===== config.mk =====
export PLATFORM = sky130hd
export DESIGN_NAME = gtu_top
export DESIGN_NICKNAME = d
export VERILOG_FILES = /design/src/hw/gtu_pkg.sv /design/src/hw/gtu_top.sv /design/src/hw/gtu_sync.sv /design/src/hw/gtu_legacy.sv
export VERILOG_INCLUDE_DIRS = /design/src /design/src/hw
export SDC_FILE = /design/constraint.sdc
export NUM_CORES = 1
export LEC_CHECK = 0
export BUFFER_PORTS_ARGS = -buffer_cell sky130_fd_sc_hd__buf_2
export CAP_MARGIN = 20
export CORE_MARGIN = 5
export CORE_UTILIZATION = 45
export CTS_CLUSTER_SIZE = 40
export DETAILED_ROUTE_END_ITERATION = 8
export GPL_TIMING_DRIVEN = 0
export PLACE_DENSITY = 0.62
export SLEW_MARGIN = 20
export SYNTH_ARGS = -nofsm -noshare
export SYNTH_HDL_FRONTEND = slang
export SYNTH_SLANG_ARGS = --single-unit
export TNS_END_PERCENT = 100

===== constraint.sdc =====
create_clock -name clk_sys -period 2.58 [get_ports clk_sys]
set_input_delay 0.129 -clock clk_sys [delete_from_list [all_inputs] [get_ports clk_sys]]
set_output_delay 0.129 -clock clk_sys [all_outputs]
set_load 0.005 [all_outputs]

===== src/hw/gtu_consts.svh =====
// Register offsets, bit positions, reset values and counts of the timer unit
`ifndef GTU_CONSTS_SVH
`define GTU_CONSTS_SVH

// ***************************************************************
// Register offsets
// ***************************************************************
`define GTU_A_LCTL   8'h88
`define GTU_A_MODE   8'h89
`define GTU_A_LA_LO  8'h8a
`define GTU_A_LB_LO  8'h8b
`define GTU_A_LA_HI  8'h8c
`define GTU_A_LB_HI  8'h8d
`define GTU_A_CKSEL  8'h8e
`define GTU_A_DCTL   8'h91
`define GTU_A_DRLL   8'h92
`define GTU_A_DLOW   8'h94
`define GTU_A_CCTL   8'hc8
`define GTU_A_CRLL   8'hca
`define GTU_A_CRLH   8'hcb
`define GTU_A_CLOW   8'hcc
`define GTU_A_CHIGH  8'hcd
`define GTU_A_IRQCFG 8'he4
`define GTU_A_STAT   8'he8
`define GTU_A_MASK   8'he9

// ***************************************************************
// Field positions
// ***************************************************************
`define GTU_B_XCLK   0
`define GTU_B_RUN    2
`define GTU_B_SPLIT  3
`define GTU_B_LOWEN  5
`define GTU_B_HSEL   5
`define GTU_B_LSEL   4
`define GTU_B_RUN_A  4
`define GTU_B_RUN_B  6
`define GTU_B_POL_A  3
`define GTU_B_POL_B  7
`define GTU_B_CAPT   0
`define GTU_B_GATE   3
`define GTU_B_CT     2
`define GTU_B_TMRB   4
`define GTU_S_HI     0
`define GTU_S_LO     1
`define GTU_S_LA     2
`define GTU_S_LB     3
`define GTU_S_CAP    4

// ***************************************************************
// Reset values and counts
// ***************************************************************
`define GTU_RST_REG  8'h00
`define GTU_READ_NONE 8'h00
`define GTU_BYTE_MAX 8'hff
`define GTU_PRE12_LAST 4'hb
`define GTU_EXT8_LAST 3'h7

`endif


===== src/hw/gtu_pkg.sv =====
// Types shared by the timer unit
package gtu_pkg;

  typedef enum logic [1:0] {
    GTU_M13  = 2'h0,
    GTU_M16  = 2'h1,
    GTU_M8AR = 2'h2,
    GTU_M3   = 2'h3
  } gtu_lmode_t;

  typedef struct packed {
    logic [7:0] mode;
    logic [7:0] drll;
    logic [7:0] dlow;
    logic [7:0] dctl;
    logic [7:0] clow;
    logic [7:0] chigh;
    logic [7:0] crll;
    logic [7:0] crlh;
    logic [7:0] cctl;
    logic [7:0] cksel;
    logic [7:0] lctl;
    logic [7:0] irqcfg;
    logic [4:0] stat;
    logic [4:0] mask;
    logic [7:0] rdata;
    logic [3:0] pre12;
    logic [2:0] ext8;
  } gtu_state_t;

endpackage : gtu_pkg


===== src/hw/gtu_top.sv =====
// General-purpose timer unit: split timer, legacy timers, capture timer
// ***************************************************************
// Notes on behaviour
// RL1 - Split enable runs the timer as two independent 8-bit auto-reload halves.
// RL2 - Low half reloads from low reload, high half from high reload.
// RL3 - Run bit gates only the high half; low half always counts in split.
// RL4 - Select set: system clock; clear: clock/12, or external/8 if external select.
// RL5 - Each half sets its own overflow flag on overflow from FF to its reload value.
// RL6 - With timer interrupt enabled, every high half overflow interrupts.
// RL7 - With low-overflow enable, either half interrupts; software checks flags.
// RL8 - Only software clears the overflow flags, never hardware.
// RL9 - Gate set: timer runs only with run bit and active external irq.
// RL10 - Count select: internal clock when clear, count pin falling edge when set.
// RL11 - Second legacy timer modes: 13-bit, 16-bit, 8-bit reload, inactive.
// RL12 - First legacy timer modes: 13, 16, 8-bit reload, or two 8-bit timers.
// RL13 - Low byte register holds 16-bit low byte, or whole low half in split.
// RL14 - Reload low supplies reload value; in capture mode it takes the count.
// RL15 - On overflow a half loads its reload value in the flag cycle.
// RL16 - External clock and count pins are synchronised, edges found on system clock.
// ***************************************************************
//
// The address-and-strobe port was decided locally.
`timescale 1ns/100ps
`default_nettype none
`include "gtu_consts.svh"
module gtu_top (
  // Clock and reset
  input  wire logic       clk_sys,
  input  wire logic       sys_rst,
  // Register port
  input  wire logic [7:0] addr,
  input  wire logic [7:0] wdata,
  input  wire logic       wr,
  input  wire logic       rd,
  output logic      [7:0] rdata,
  // External pins
  input  wire logic       ext_clk_in,
  input  wire logic       count_pin_a,
  input  wire logic       count_pin_b,
  input  wire logic       external_irq_input_a,
  input  wire logic       external_irq_input_b,
  input  wire logic       capture_pin,
  // Interrupt
  output logic            irq
);
  localparam int NPIN = 6;
  localparam int P_EXT = 0;
  localparam int P_CA = 1;
  localparam int P_CB = 2;
  localparam int P_IA = 3;
  localparam int P_IB = 4;
  localparam int P_CAP = 5;

  gtu_pkg::gtu_state_t st;
  gtu_pkg::gtu_state_t next_st;

  logic [NPIN-1:0] pin_raw;
  logic [NPIN-1:0] pin_lvl;
  logic [NPIN-1:0] pin_rise;
  logic [NPIN-1:0] pin_fall;
  logic            div12;
  logic            ext_tick;
  logic            lo_tick;
  logic            hi_tick;
  logic            split;
  logic            run;
  logic [4:0]      wclr;
  logic [4:0]      ev;
  logic [4:0]      irq_gate;
  logic            irq_a_ok;
  logic            irq_b_ok;
  logic [7:0]      la_lo;
  logic [7:0]      la_hi;
  logic [7:0]      lb_lo;
  logic [7:0]      lb_hi;
  logic            la_ovf;
  logic            la_ovf_hi;
  logic            lb_ovf;

  // ***************************************************************
  // Pin synchronisers
  // ***************************************************************
  assign pin_raw = {capture_pin, external_irq_input_b, external_irq_input_a,
                    count_pin_b, count_pin_a, ext_clk_in};

  // RL16 synchronised pins
  for (genvar i = 0; i < NPIN; i++) begin : g_sync
    gtu_sync u_sync (
      .clk_sys (clk_sys),
      .sys_rst (sys_rst),
      .pin     (pin_raw[i]),
      .level   (pin_lvl[i]),
      .rise    (pin_rise[i]),
      .fall    (pin_fall[i])
    );
  end

  // ***************************************************************
  // Clock selection
  // ***************************************************************
  function automatic logic pick_tick(input logic sel, input logic xclk,
                                     input logic d12, input logic e8);
    pick_tick = sel ? 1'b1 : (xclk ? e8 : d12);
  endfunction : pick_tick

  assign div12    = (st.pre12 == `GTU_PRE12_LAST);
  assign ext_tick = pin_rise[P_EXT] & (st.ext8 == `GTU_EXT8_LAST);
  // RL4 per half clock
  assign lo_tick  = pick_tick(st.cksel[`GTU_B_LSEL], st.cctl[`GTU_B_XCLK], div12, ext_tick);
  assign hi_tick  = pick_tick(st.cksel[`GTU_B_HSEL], st.cctl[`GTU_B_XCLK], div12, ext_tick);
  assign split    = st.cctl[`GTU_B_SPLIT];
  assign run      = st.cctl[`GTU_B_RUN];

  // RL9 irq at polarity
  assign irq_a_ok = pin_lvl[P_IA] == st.irqcfg[`GTU_B_POL_A];
  assign irq_b_ok = pin_lvl[P_IB] == st.irqcfg[`GTU_B_POL_B];

  // ***************************************************************
  // Legacy timers
  // ***************************************************************
  gtu_legacy #(.SPLIT3(1'b1)) u_leg_a (
    .clk_sys  (clk_sys),
    .sys_rst  (sys_rst),
    .gate     (st.mode[`GTU_B_GATE]),
    .ct       (st.mode[`GTU_B_CT]),
    .mode     (gtu_pkg::gtu_lmode_t'(st.mode[1:0])),
    .run      (st.lctl[`GTU_B_RUN_A]),
    .run_hi   (st.lctl[`GTU_B_RUN_B]),
    .irq_ok   (irq_a_ok),
    .tick     (div12),
    .pin_fall (pin_fall[P_CA]),
    .ld_lo    (wr && addr == `GTU_A_LA_LO),
    .ld_hi    (wr && addr == `GTU_A_LA_HI),
    .wdata    (wdata),
    .count_lo (la_lo),
    .count_hi (la_hi),
    .ovf      (la_ovf),
    .ovf_hi   (la_ovf_hi)
  );

  gtu_legacy #(.SPLIT3(1'b0)) u_leg_b (
    .clk_sys  (clk_sys),
    .sys_rst  (sys_rst),
    .gate     (st.mode[`GTU_B_GATE + `GTU_B_TMRB]),
    .ct       (st.mode[`GTU_B_CT + `GTU_B_TMRB]),
    .mode     (gtu_pkg::gtu_lmode_t'(st.mode[5:4])),
    .run      (st.lctl[`GTU_B_RUN_B]),
    .run_hi   (1'b0),
    .irq_ok   (irq_b_ok),
    .tick     (div12),
    .pin_fall (pin_fall[P_CB]),
    .ld_lo    (wr && addr == `GTU_A_LB_LO),
    .ld_hi    (wr && addr == `GTU_A_LB_HI),
    .wdata    (wdata),
    .count_lo (lb_lo),
    .count_hi (lb_hi),
    .ovf      (lb_ovf),
    .ovf_hi   ()
  );

  // ***************************************************************
  // Next state
  // ***************************************************************
  assign wclr = (wr && addr == `GTU_A_STAT) ? wdata[4:0] : 5'h0;

  always_comb begin
    next_st = st;
    ev      = 5'h0;
    next_st.pre12 = div12 ? 4'h0 : 4'(st.pre12 + 4'h1);
    if (pin_rise[P_EXT]) begin
      next_st.ext8 = 3'(st.ext8 + 3'h1);
    end
    if (split) begin
      // RL3 low half free
      if (lo_tick) begin
        // RL15 low half reload
        if (st.clow == `GTU_BYTE_MAX) begin
          // RL2 low reload source
          next_st.clow = st.crll;
          // RL5 low overflow flag
          ev[`GTU_S_LO] = 1'b1;
        end else begin
          next_st.clow = 8'(st.clow + 8'h1);
        end
      end
      // RL1 independent high half
      if (run && hi_tick) begin
        // RL15 high half reload
        if (st.chigh == `GTU_BYTE_MAX) begin
          next_st.chigh = st.crlh;
          // RL5 high overflow flag
          ev[`GTU_S_HI] = 1'b1;
        end else begin
          next_st.chigh = 8'(st.chigh + 8'h1);
        end
      end
    end else if (run && lo_tick) begin
      // RL13 sixteen bit count
      if ({st.chigh, st.clow} == {`GTU_BYTE_MAX, `GTU_BYTE_MAX}) begin
        {next_st.chigh, next_st.clow} = {st.crlh, st.crll};
        ev[`GTU_S_HI] = 1'b1;
      end else begin
        {next_st.chigh, next_st.clow} = 16'({st.chigh, st.clow} + 16'h1);
      end
    end
    if (st.dctl[`GTU_B_RUN] && div12) begin
      if (st.dctl[`GTU_B_CAPT]) begin
        next_st.dlow = 8'(st.dlow + 8'h1);
      end else begin
        // RL14 reload low byte
        next_st.dlow = (st.dlow == `GTU_BYTE_MAX) ? st.drll : 8'(st.dlow + 8'h1);
      end
    end
    // RL14 capture low count
    if (st.dctl[`GTU_B_CAPT] && pin_fall[P_CAP]) begin
      next_st.drll   = st.dlow;
      ev[`GTU_S_CAP] = 1'b1;
    end
    ev[`GTU_S_LA] = la_ovf;
    ev[`GTU_S_LB] = lb_ovf | la_ovf_hi;
    if (wr) begin
      case (addr)
        `GTU_A_LCTL:   next_st.lctl   = wdata;
        `GTU_A_MODE:   next_st.mode   = wdata;
        `GTU_A_CKSEL:  next_st.cksel  = wdata;
        `GTU_A_DCTL:   next_st.dctl   = wdata;
        `GTU_A_DRLL:   next_st.drll   = wdata;
        `GTU_A_DLOW:   next_st.dlow   = wdata;
        `GTU_A_CCTL:   next_st.cctl   = wdata;
        `GTU_A_CRLL:   next_st.crll   = wdata;
        `GTU_A_CRLH:   next_st.crlh   = wdata;
        `GTU_A_CLOW:   next_st.clow   = wdata;
        `GTU_A_CHIGH:  next_st.chigh  = wdata;
        `GTU_A_IRQCFG: next_st.irqcfg = wdata;
        `GTU_A_MASK:   next_st.mask   = wdata[4:0];
        default:       next_st.mask   = st.mask;
      endcase
    end
    // RL8 flags only by software
    next_st.stat = (st.stat & ~wclr) | ev;
    next_st.rdata = `GTU_READ_NONE;
    if (rd) begin
      case (addr)
        `GTU_A_LCTL:   next_st.rdata = st.lctl;
        `GTU_A_MODE:   next_st.rdata = st.mode;
        `GTU_A_LA_LO:  next_st.rdata = la_lo;
        `GTU_A_LB_LO:  next_st.rdata = lb_lo;
        `GTU_A_LA_HI:  next_st.rdata = la_hi;
        `GTU_A_LB_HI:  next_st.rdata = lb_hi;
        `GTU_A_CKSEL:  next_st.rdata = st.cksel;
        `GTU_A_DCTL:   next_st.rdata = st.dctl;
        `GTU_A_DRLL:   next_st.rdata = st.drll;
        `GTU_A_DLOW:   next_st.rdata = st.dlow;
        `GTU_A_CCTL:   next_st.rdata = {st.stat[`GTU_S_HI], st.stat[`GTU_S_LO], st.cctl[5:0]};
        `GTU_A_CRLL:   next_st.rdata = st.crll;
        `GTU_A_CRLH:   next_st.rdata = st.crlh;
        `GTU_A_CLOW:   next_st.rdata = st.clow;
        `GTU_A_CHIGH:  next_st.rdata = st.chigh;
        `GTU_A_IRQCFG: next_st.rdata = st.irqcfg;
        `GTU_A_STAT:   next_st.rdata = {3'h0, st.stat};
        `GTU_A_MASK:   next_st.rdata = {3'h0, st.mask};
        default:       next_st.rdata = `GTU_READ_NONE;
      endcase
    end
  end

  always_ff @(posedge clk_sys) begin
    if (sys_rst) begin
      st <= '0;
    end else begin
      st <= next_st;
    end
  end

  // ***************************************************************
  // Outputs
  // ***************************************************************
  // RL7 low flag gating
  assign irq_gate = {3'h7, st.cctl[`GTU_B_LOWEN], 1'b1};
  // RL6 high overflow interrupt
  assign irq      = |(st.stat & st.mask & irq_gate);
  assign rdata    = st.rdata;
endmodule : gtu_top
`default_nettype wire


===== src/hw/gtu_sync.sv =====
// Two-flop synchroniser with edge detection for one pin
`timescale 1ns/100ps
`default_nettype none
module gtu_sync (
  // Clock and reset
  input  wire logic clk_sys,
  input  wire logic sys_rst,
  // Pin and results
  input  wire logic pin,
  output logic      level,
  output logic      rise,
  output logic      fall
);
  typedef struct packed {
    logic       s1;
    logic       s2;
    logic       s3;
    logic [2:0] vld;
  } gtu_sync_st_t;

  gtu_sync_st_t st;
  gtu_sync_st_t next_st;

  always_comb begin
    next_st    = st;
    next_st.s1 = pin;
    next_st.s2 = st.s1;
    next_st.s3 = st.s2;
    next_st.vld = {st.vld[1:0], 1'b1};
  end

  always_ff @(posedge clk_sys) begin
    if (sys_rst) begin
      st <= '0;
    end else begin
      st <= next_st;
    end
  end

  // Only the second and third flops are looked at; edges wait until the
  // third flop holds a real pin value, so no false edge follows reset
  assign level = st.s2;
  assign rise  = st.vld[2] & st.s2 & ~st.s3;
  assign fall  = st.vld[2] & st.s3 & ~st.s2;
endmodule : gtu_sync
`default_nettype wire


===== src/hw/gtu_legacy.sv =====
// One legacy timer: gate, counter/timer select and four modes
`timescale 1ns/100ps
`default_nettype none
`include "gtu_consts.svh"
module gtu_legacy #(
  parameter bit SPLIT3 = 1'b0
) (
  // Clock and reset
  input  wire logic              clk_sys,
  input  wire logic              sys_rst,
  // Configuration
  input  wire logic              gate,
  input  wire logic              ct,
  input  wire gtu_pkg::gtu_lmode_t mode,
  input  wire logic              run,
  input  wire logic              run_hi,
  input  wire logic              irq_ok,
  // Count sources
  input  wire logic              tick,
  input  wire logic              pin_fall,
  // Software loads
  input  wire logic              ld_lo,
  input  wire logic              ld_hi,
  input  wire logic [7:0]        wdata,
  // Results
  output logic [7:0]             count_lo,
  output logic [7:0]             count_hi,
  output logic                   ovf,
  output logic                   ovf_hi
);
  typedef struct packed {
    logic [7:0] lo;
    logic [7:0] hi;
    logic       ovf;
    logic       ovf_hi;
  } gtu_leg_st_t;

  gtu_leg_st_t st;
  gtu_leg_st_t next_st;
  logic        en;
  logic        inc;

  // RL9 gate and run
  assign en  = run & (~gate | irq_ok);
  // RL10 timer or counter
  assign inc = en & (ct ? pin_fall : tick);

  always_comb begin
    next_st        = st;
    next_st.ovf    = 1'b0;
    next_st.ovf_hi = 1'b0;
    // RL12 mode field select
    case (mode)
      gtu_pkg::GTU_M13: begin
        if (inc) begin
          {next_st.hi, next_st.lo[4:0]} = 13'({st.hi, st.lo[4:0]} + 13'h1);
          next_st.ovf = &{st.hi, st.lo[4:0]};
        end
      end
      gtu_pkg::GTU_M16: begin
        if (inc) begin
          {next_st.hi, next_st.lo} = 16'({st.hi, st.lo} + 16'h1);
          next_st.ovf = &{st.hi, st.lo};
        end
      end
      gtu_pkg::GTU_M8AR: begin
        if (inc) begin
          next_st.lo  = (st.lo == `GTU_BYTE_MAX) ? st.hi : 8'(st.lo + 8'h1);
          next_st.ovf = (st.lo == `GTU_BYTE_MAX);
        end
      end
      gtu_pkg::GTU_M3: begin
        // RL11 second timer idle
        if (SPLIT3) begin
          if (inc) begin
            next_st.lo  = 8'(st.lo + 8'h1);
            next_st.ovf = (st.lo == `GTU_BYTE_MAX);
          end
          if (run_hi & tick) begin
            next_st.hi     = 8'(st.hi + 8'h1);
            next_st.ovf_hi = (st.hi == `GTU_BYTE_MAX);
          end
        end
      end
      default: begin
        next_st = st;
      end
    endcase
    if (ld_lo) begin
      next_st.lo = wdata;
    end
    if (ld_hi) begin
      next_st.hi = wdata;
    end
  end

  always_ff @(posedge clk_sys) begin
    if (sys_rst) begin
      st <= '0;
    end else begin
      st <= next_st;
    end
  end

  assign count_lo = st.lo;
  assign count_hi = st.hi;
  assign ovf      = st.ovf;
  assign ovf_hi   = st.ovf_hi;
endmodule : gtu_legacy
`default_nettype wire


==> reports/metrics.cfg <==
[outcome]
status=finished, final reports clean

[synth]
netlist_area_mm2=0.0107
synth_edf_count=0
ys_ff_latch=173
yosys_warnings=0
ys_async_sr_fraction_pct=0
synthCells=1339
synthDistinctLibCells=94
synth_flop_cell=dfxtp_1
synth-seq-area-share_pct=32.4
avgSynthCellArea_um2=7.99
syn_nets=1383

[sta]
relSlewSlack_pct=25.1
hold_viol=0
skew_ns=0.0186
tightest_slew_ns=1.12
fmax_mhz=400
setup_viol=0
maxSlewViolCount=0
fin_crit_ns=2.50
period_share_pct=96.8

[layout]
multi_input_area_mm2=0.00665
mostFrequentLayoutCell=nor2_1
layout.nets=1436
design_area_mm2=0.0120
regArea_mm2=0.00347
final_cells=1724
final_cell_mix=180 x nor2_1, 169 x dfxtp_1, 118 x nand2_1
layout-drive-gt1-share_pct=10.5
fillers=2384
area_growth_pct=11.8

[detailed_routing]
drtIter0Drc=1556
drtAntennaViolNets=0
dr.pass1.iters=6
wl_per_cell_um=26.3
viasPerCell=6.56
vias=11300
route.detailed.drc=0
totalWireLength_um=45300

[global_route]
grt-ovfl-total=0
grt_first_pass_wirelength_um=67800
met3_usage_pct=5.67
gr-usage-all-layers_pct=33.6
grt_use_met2_pct=52.0
grt.busiest_layer=met2
grt_max_degree=19
met1_usage_pct=46.5
antenna_found_initial=2
first_global_vias=10400

[placement]
place_area_mm2=0.0112
globalplace.congestion=0.990
place_inst=1684
dpl.hpwl_um=32600
io_buffers=26

[power_and_ir_drop]
switching_share_pct=28.5
power.density_mw_per_mm2=475
finalPower_mw=5.68
power_frac_clock_pct=45.7
switchingPower_mw=1.62
internal_power_mw=4.06
peakVddDrop_v=0.000474
seq_power_share_pct=47.5
power.share.combinational_pct=6.8
leakagePower_nw=4.36

[worst_setup_path]
crit_chain=ha_1 > and4bb_2 > o221a_1 > clkbuf_4 > a2bb2oi_4 > clkbuf_4 > o221ai_1 > nand3_1 > a31oi_1
crit_fanout=10
critPathRequiredTime_ns=2.86
worstPathArrival_ns=2.77
cp_slowest_stage_delay_ns=0.36
r2r_cells=9
cpMostUsedCell=clkbuf_4
cp-start-kind=flop
worstSetupPathType=flop to flop
endpoint_kind=flop
crit_path_top_delay_cell=dfxtp_1

[floorplan]
start_util_pct=45.6
core_area_mm2=0.0235
die_h_um=164
ioPinCount=35
dieArea_mm2=0.0270
chipWidth_um=164
rows=56

[hold_path]
hold_path.class=input pin to flop
hold_depth=3

[cts]
cts_buffer_depth=2
cts_root_buffer=clkbuf_16
tritoncts=built
cts_sinks=173
clk_latency_ns=0.45
cts.reportedPaths.clkPinSlew_ns=0.07
ctsHtreeMaxLevel=4
numCtsBuffers=17

[run]
max-cap-violations=0

[flip-flops by register name (all words and copies together) (netlist names)]
register               count
st                       108
g_sync.u_sync.next_st      8
rdata                      8
u_leg_a.count_hi           8
u_leg_a.count_lo           8
u_leg_b.count_hi           8
u_leg_b.count_lo           8
g_sync.u_sync.level        6
g_sync.u_sync.st           5
irq_gate                   1
run                        1
split                      1
u_leg_a.ovf                1
u_leg_a.ovf_hi             1
u_leg_b.ovf                1
[power groups by stage]
| stage | combinational [mW] | clock [mW] | sequential (mW) |
|---|---|---|---|
| floorplan | 0.187 | 0 | 2.76 |
| global placement | 0.363 | 0 | 2.76 |
| detailed placement | 0.364 | 0 | 2.76 |
| CTS | 0.372 | 2.61 | 2.70 |
| global route | 0.396 | 2.73 | 2.70 |
| finish | 0.384 | 2.60 | 2.70 |
[final timing paths]
path                                             startpoint                      to  slack (ns)
worst max-delay path                                  st[3]     u_leg_a.count_hi[6]        0.08
worst min-delay path                               wdata[6]     u_leg_b.count_lo[6]        0.11
worst max register to register                        st[3]     u_leg_a.count_hi[6]        0.08
worst min register to register  g_sync[5].u_sync.next_st[4]  g_sync[5].u_sync.level        0.44
[synthesized netlist by cell type (8+ instances only)]
library cell	number	share of area (%)
nor2_1	180	6.3
dfxtp_1	173	32
nand2_1	118	4.1
mux2i_1	87	8.1
clkbuf_1	71	2.5
a21oi_1	67	3.1
nand3_1	55	2.6
o21ai_0	45	2.1
nor3_1	31	1.5
a211oi_1	26	1.8
buf_2	25	1.2
nor2b_1	25	1.5
a31oi_1	24	1.4
a221oi_1	22	1.8
inv_1	22	0.77
and3_1	20	1.2
a22oi_1	19	1.3
ha_1	18	2.1
nand4_1	15	0.88
or3_1	15	0.88
o211ai_1	14	0.98
o221ai_1	13	1.1
a311oi_1	12	0.98
nor4_1	12	0.70
o22ai_1	12	0.70
xnor2_1	12	0.98
xor2_1	12	0.98
buf_4	11	0.77
and2_1	10	0.58
buf_1	10	0.35
and4_1	9	0.74
a32oi_1	8	0.65
[what timing repair did]
action / 4_1_cts / 5_1_grt
endpoints found under the hold margin: 6 / 0
pin swaps: 0 / 1
hold buffers: 6 / 0
buffers inserted: 0 / 2
gates resized for setup: 4 / 17
gates cloned: 0 / 0
setup endpoints to repair: 5 / 23
[cells by family (layout without fill, tap and decap cells)]
kind of cell	count (synthesis)	in the layout	synth area share [%]
compound gates	344	344	23.0
xor+xnor	24	24	1.96
fa+ha+maj	18	18	2.11
buf+inv	145	210	6.12
flops	173	173	32.4
mux	91	91	8.56
other cells	0	1	0
simple gates	544	544	25.9
[metrics by stage]
step           utilization [%]  hold slack (ns)  setup slack [ns]  TNS [ns]
6_report                  51.0            0.107            0.0827         0
5_1_grt                   51.0            0.118          -0.00206  -0.00206
4_1_cts                   50.6            0.105           0.00452         0
3_5_place_dp              47.8            0.342           -0.0807    -0.518
3_3_place_gp              47.8            0.338            -0.371    -0.747
2_1_floorplan                -            0.257             0.533         0
[layout make-up]
| class | count | area share (%) |
|---|---|---|
| multi-input cells | 1021 | 55.6 |
| diodes | 1 | 0.0209 |
| inverters | 23 | 0.722 |
| clock buffers | 17 | 3.56 |
| repair buffers | 34 | 1.71 |
| flip-flops and latches | 173 | 29.0 |
| plain buffers | 122 | 4.83 |
| well taps | 319 | 3.34 |
| clock inverters | 14 | 1.23 |
[worst max-delay path, delay by kind of cell, from the launching register on]
kind | cells | cell delay (ns)
adder cells (fa/ha/maj) | 1 | 0.28
buffers and inverters | 2 | 0.53
AND/OR/NAND/NOR | 2 | 0.43
flip-flops | 1 | 0.36
AO/OA/AOI/OAI | 4 | 0.73
[metal layers]
metal	part of all wire (%)	up-vias
met2	44	605
met4	4.7	2
li1	-	5066
met1	43	5505
met5	0.029	-
met3	8.7	124
(Power assumes the default switching activity.)
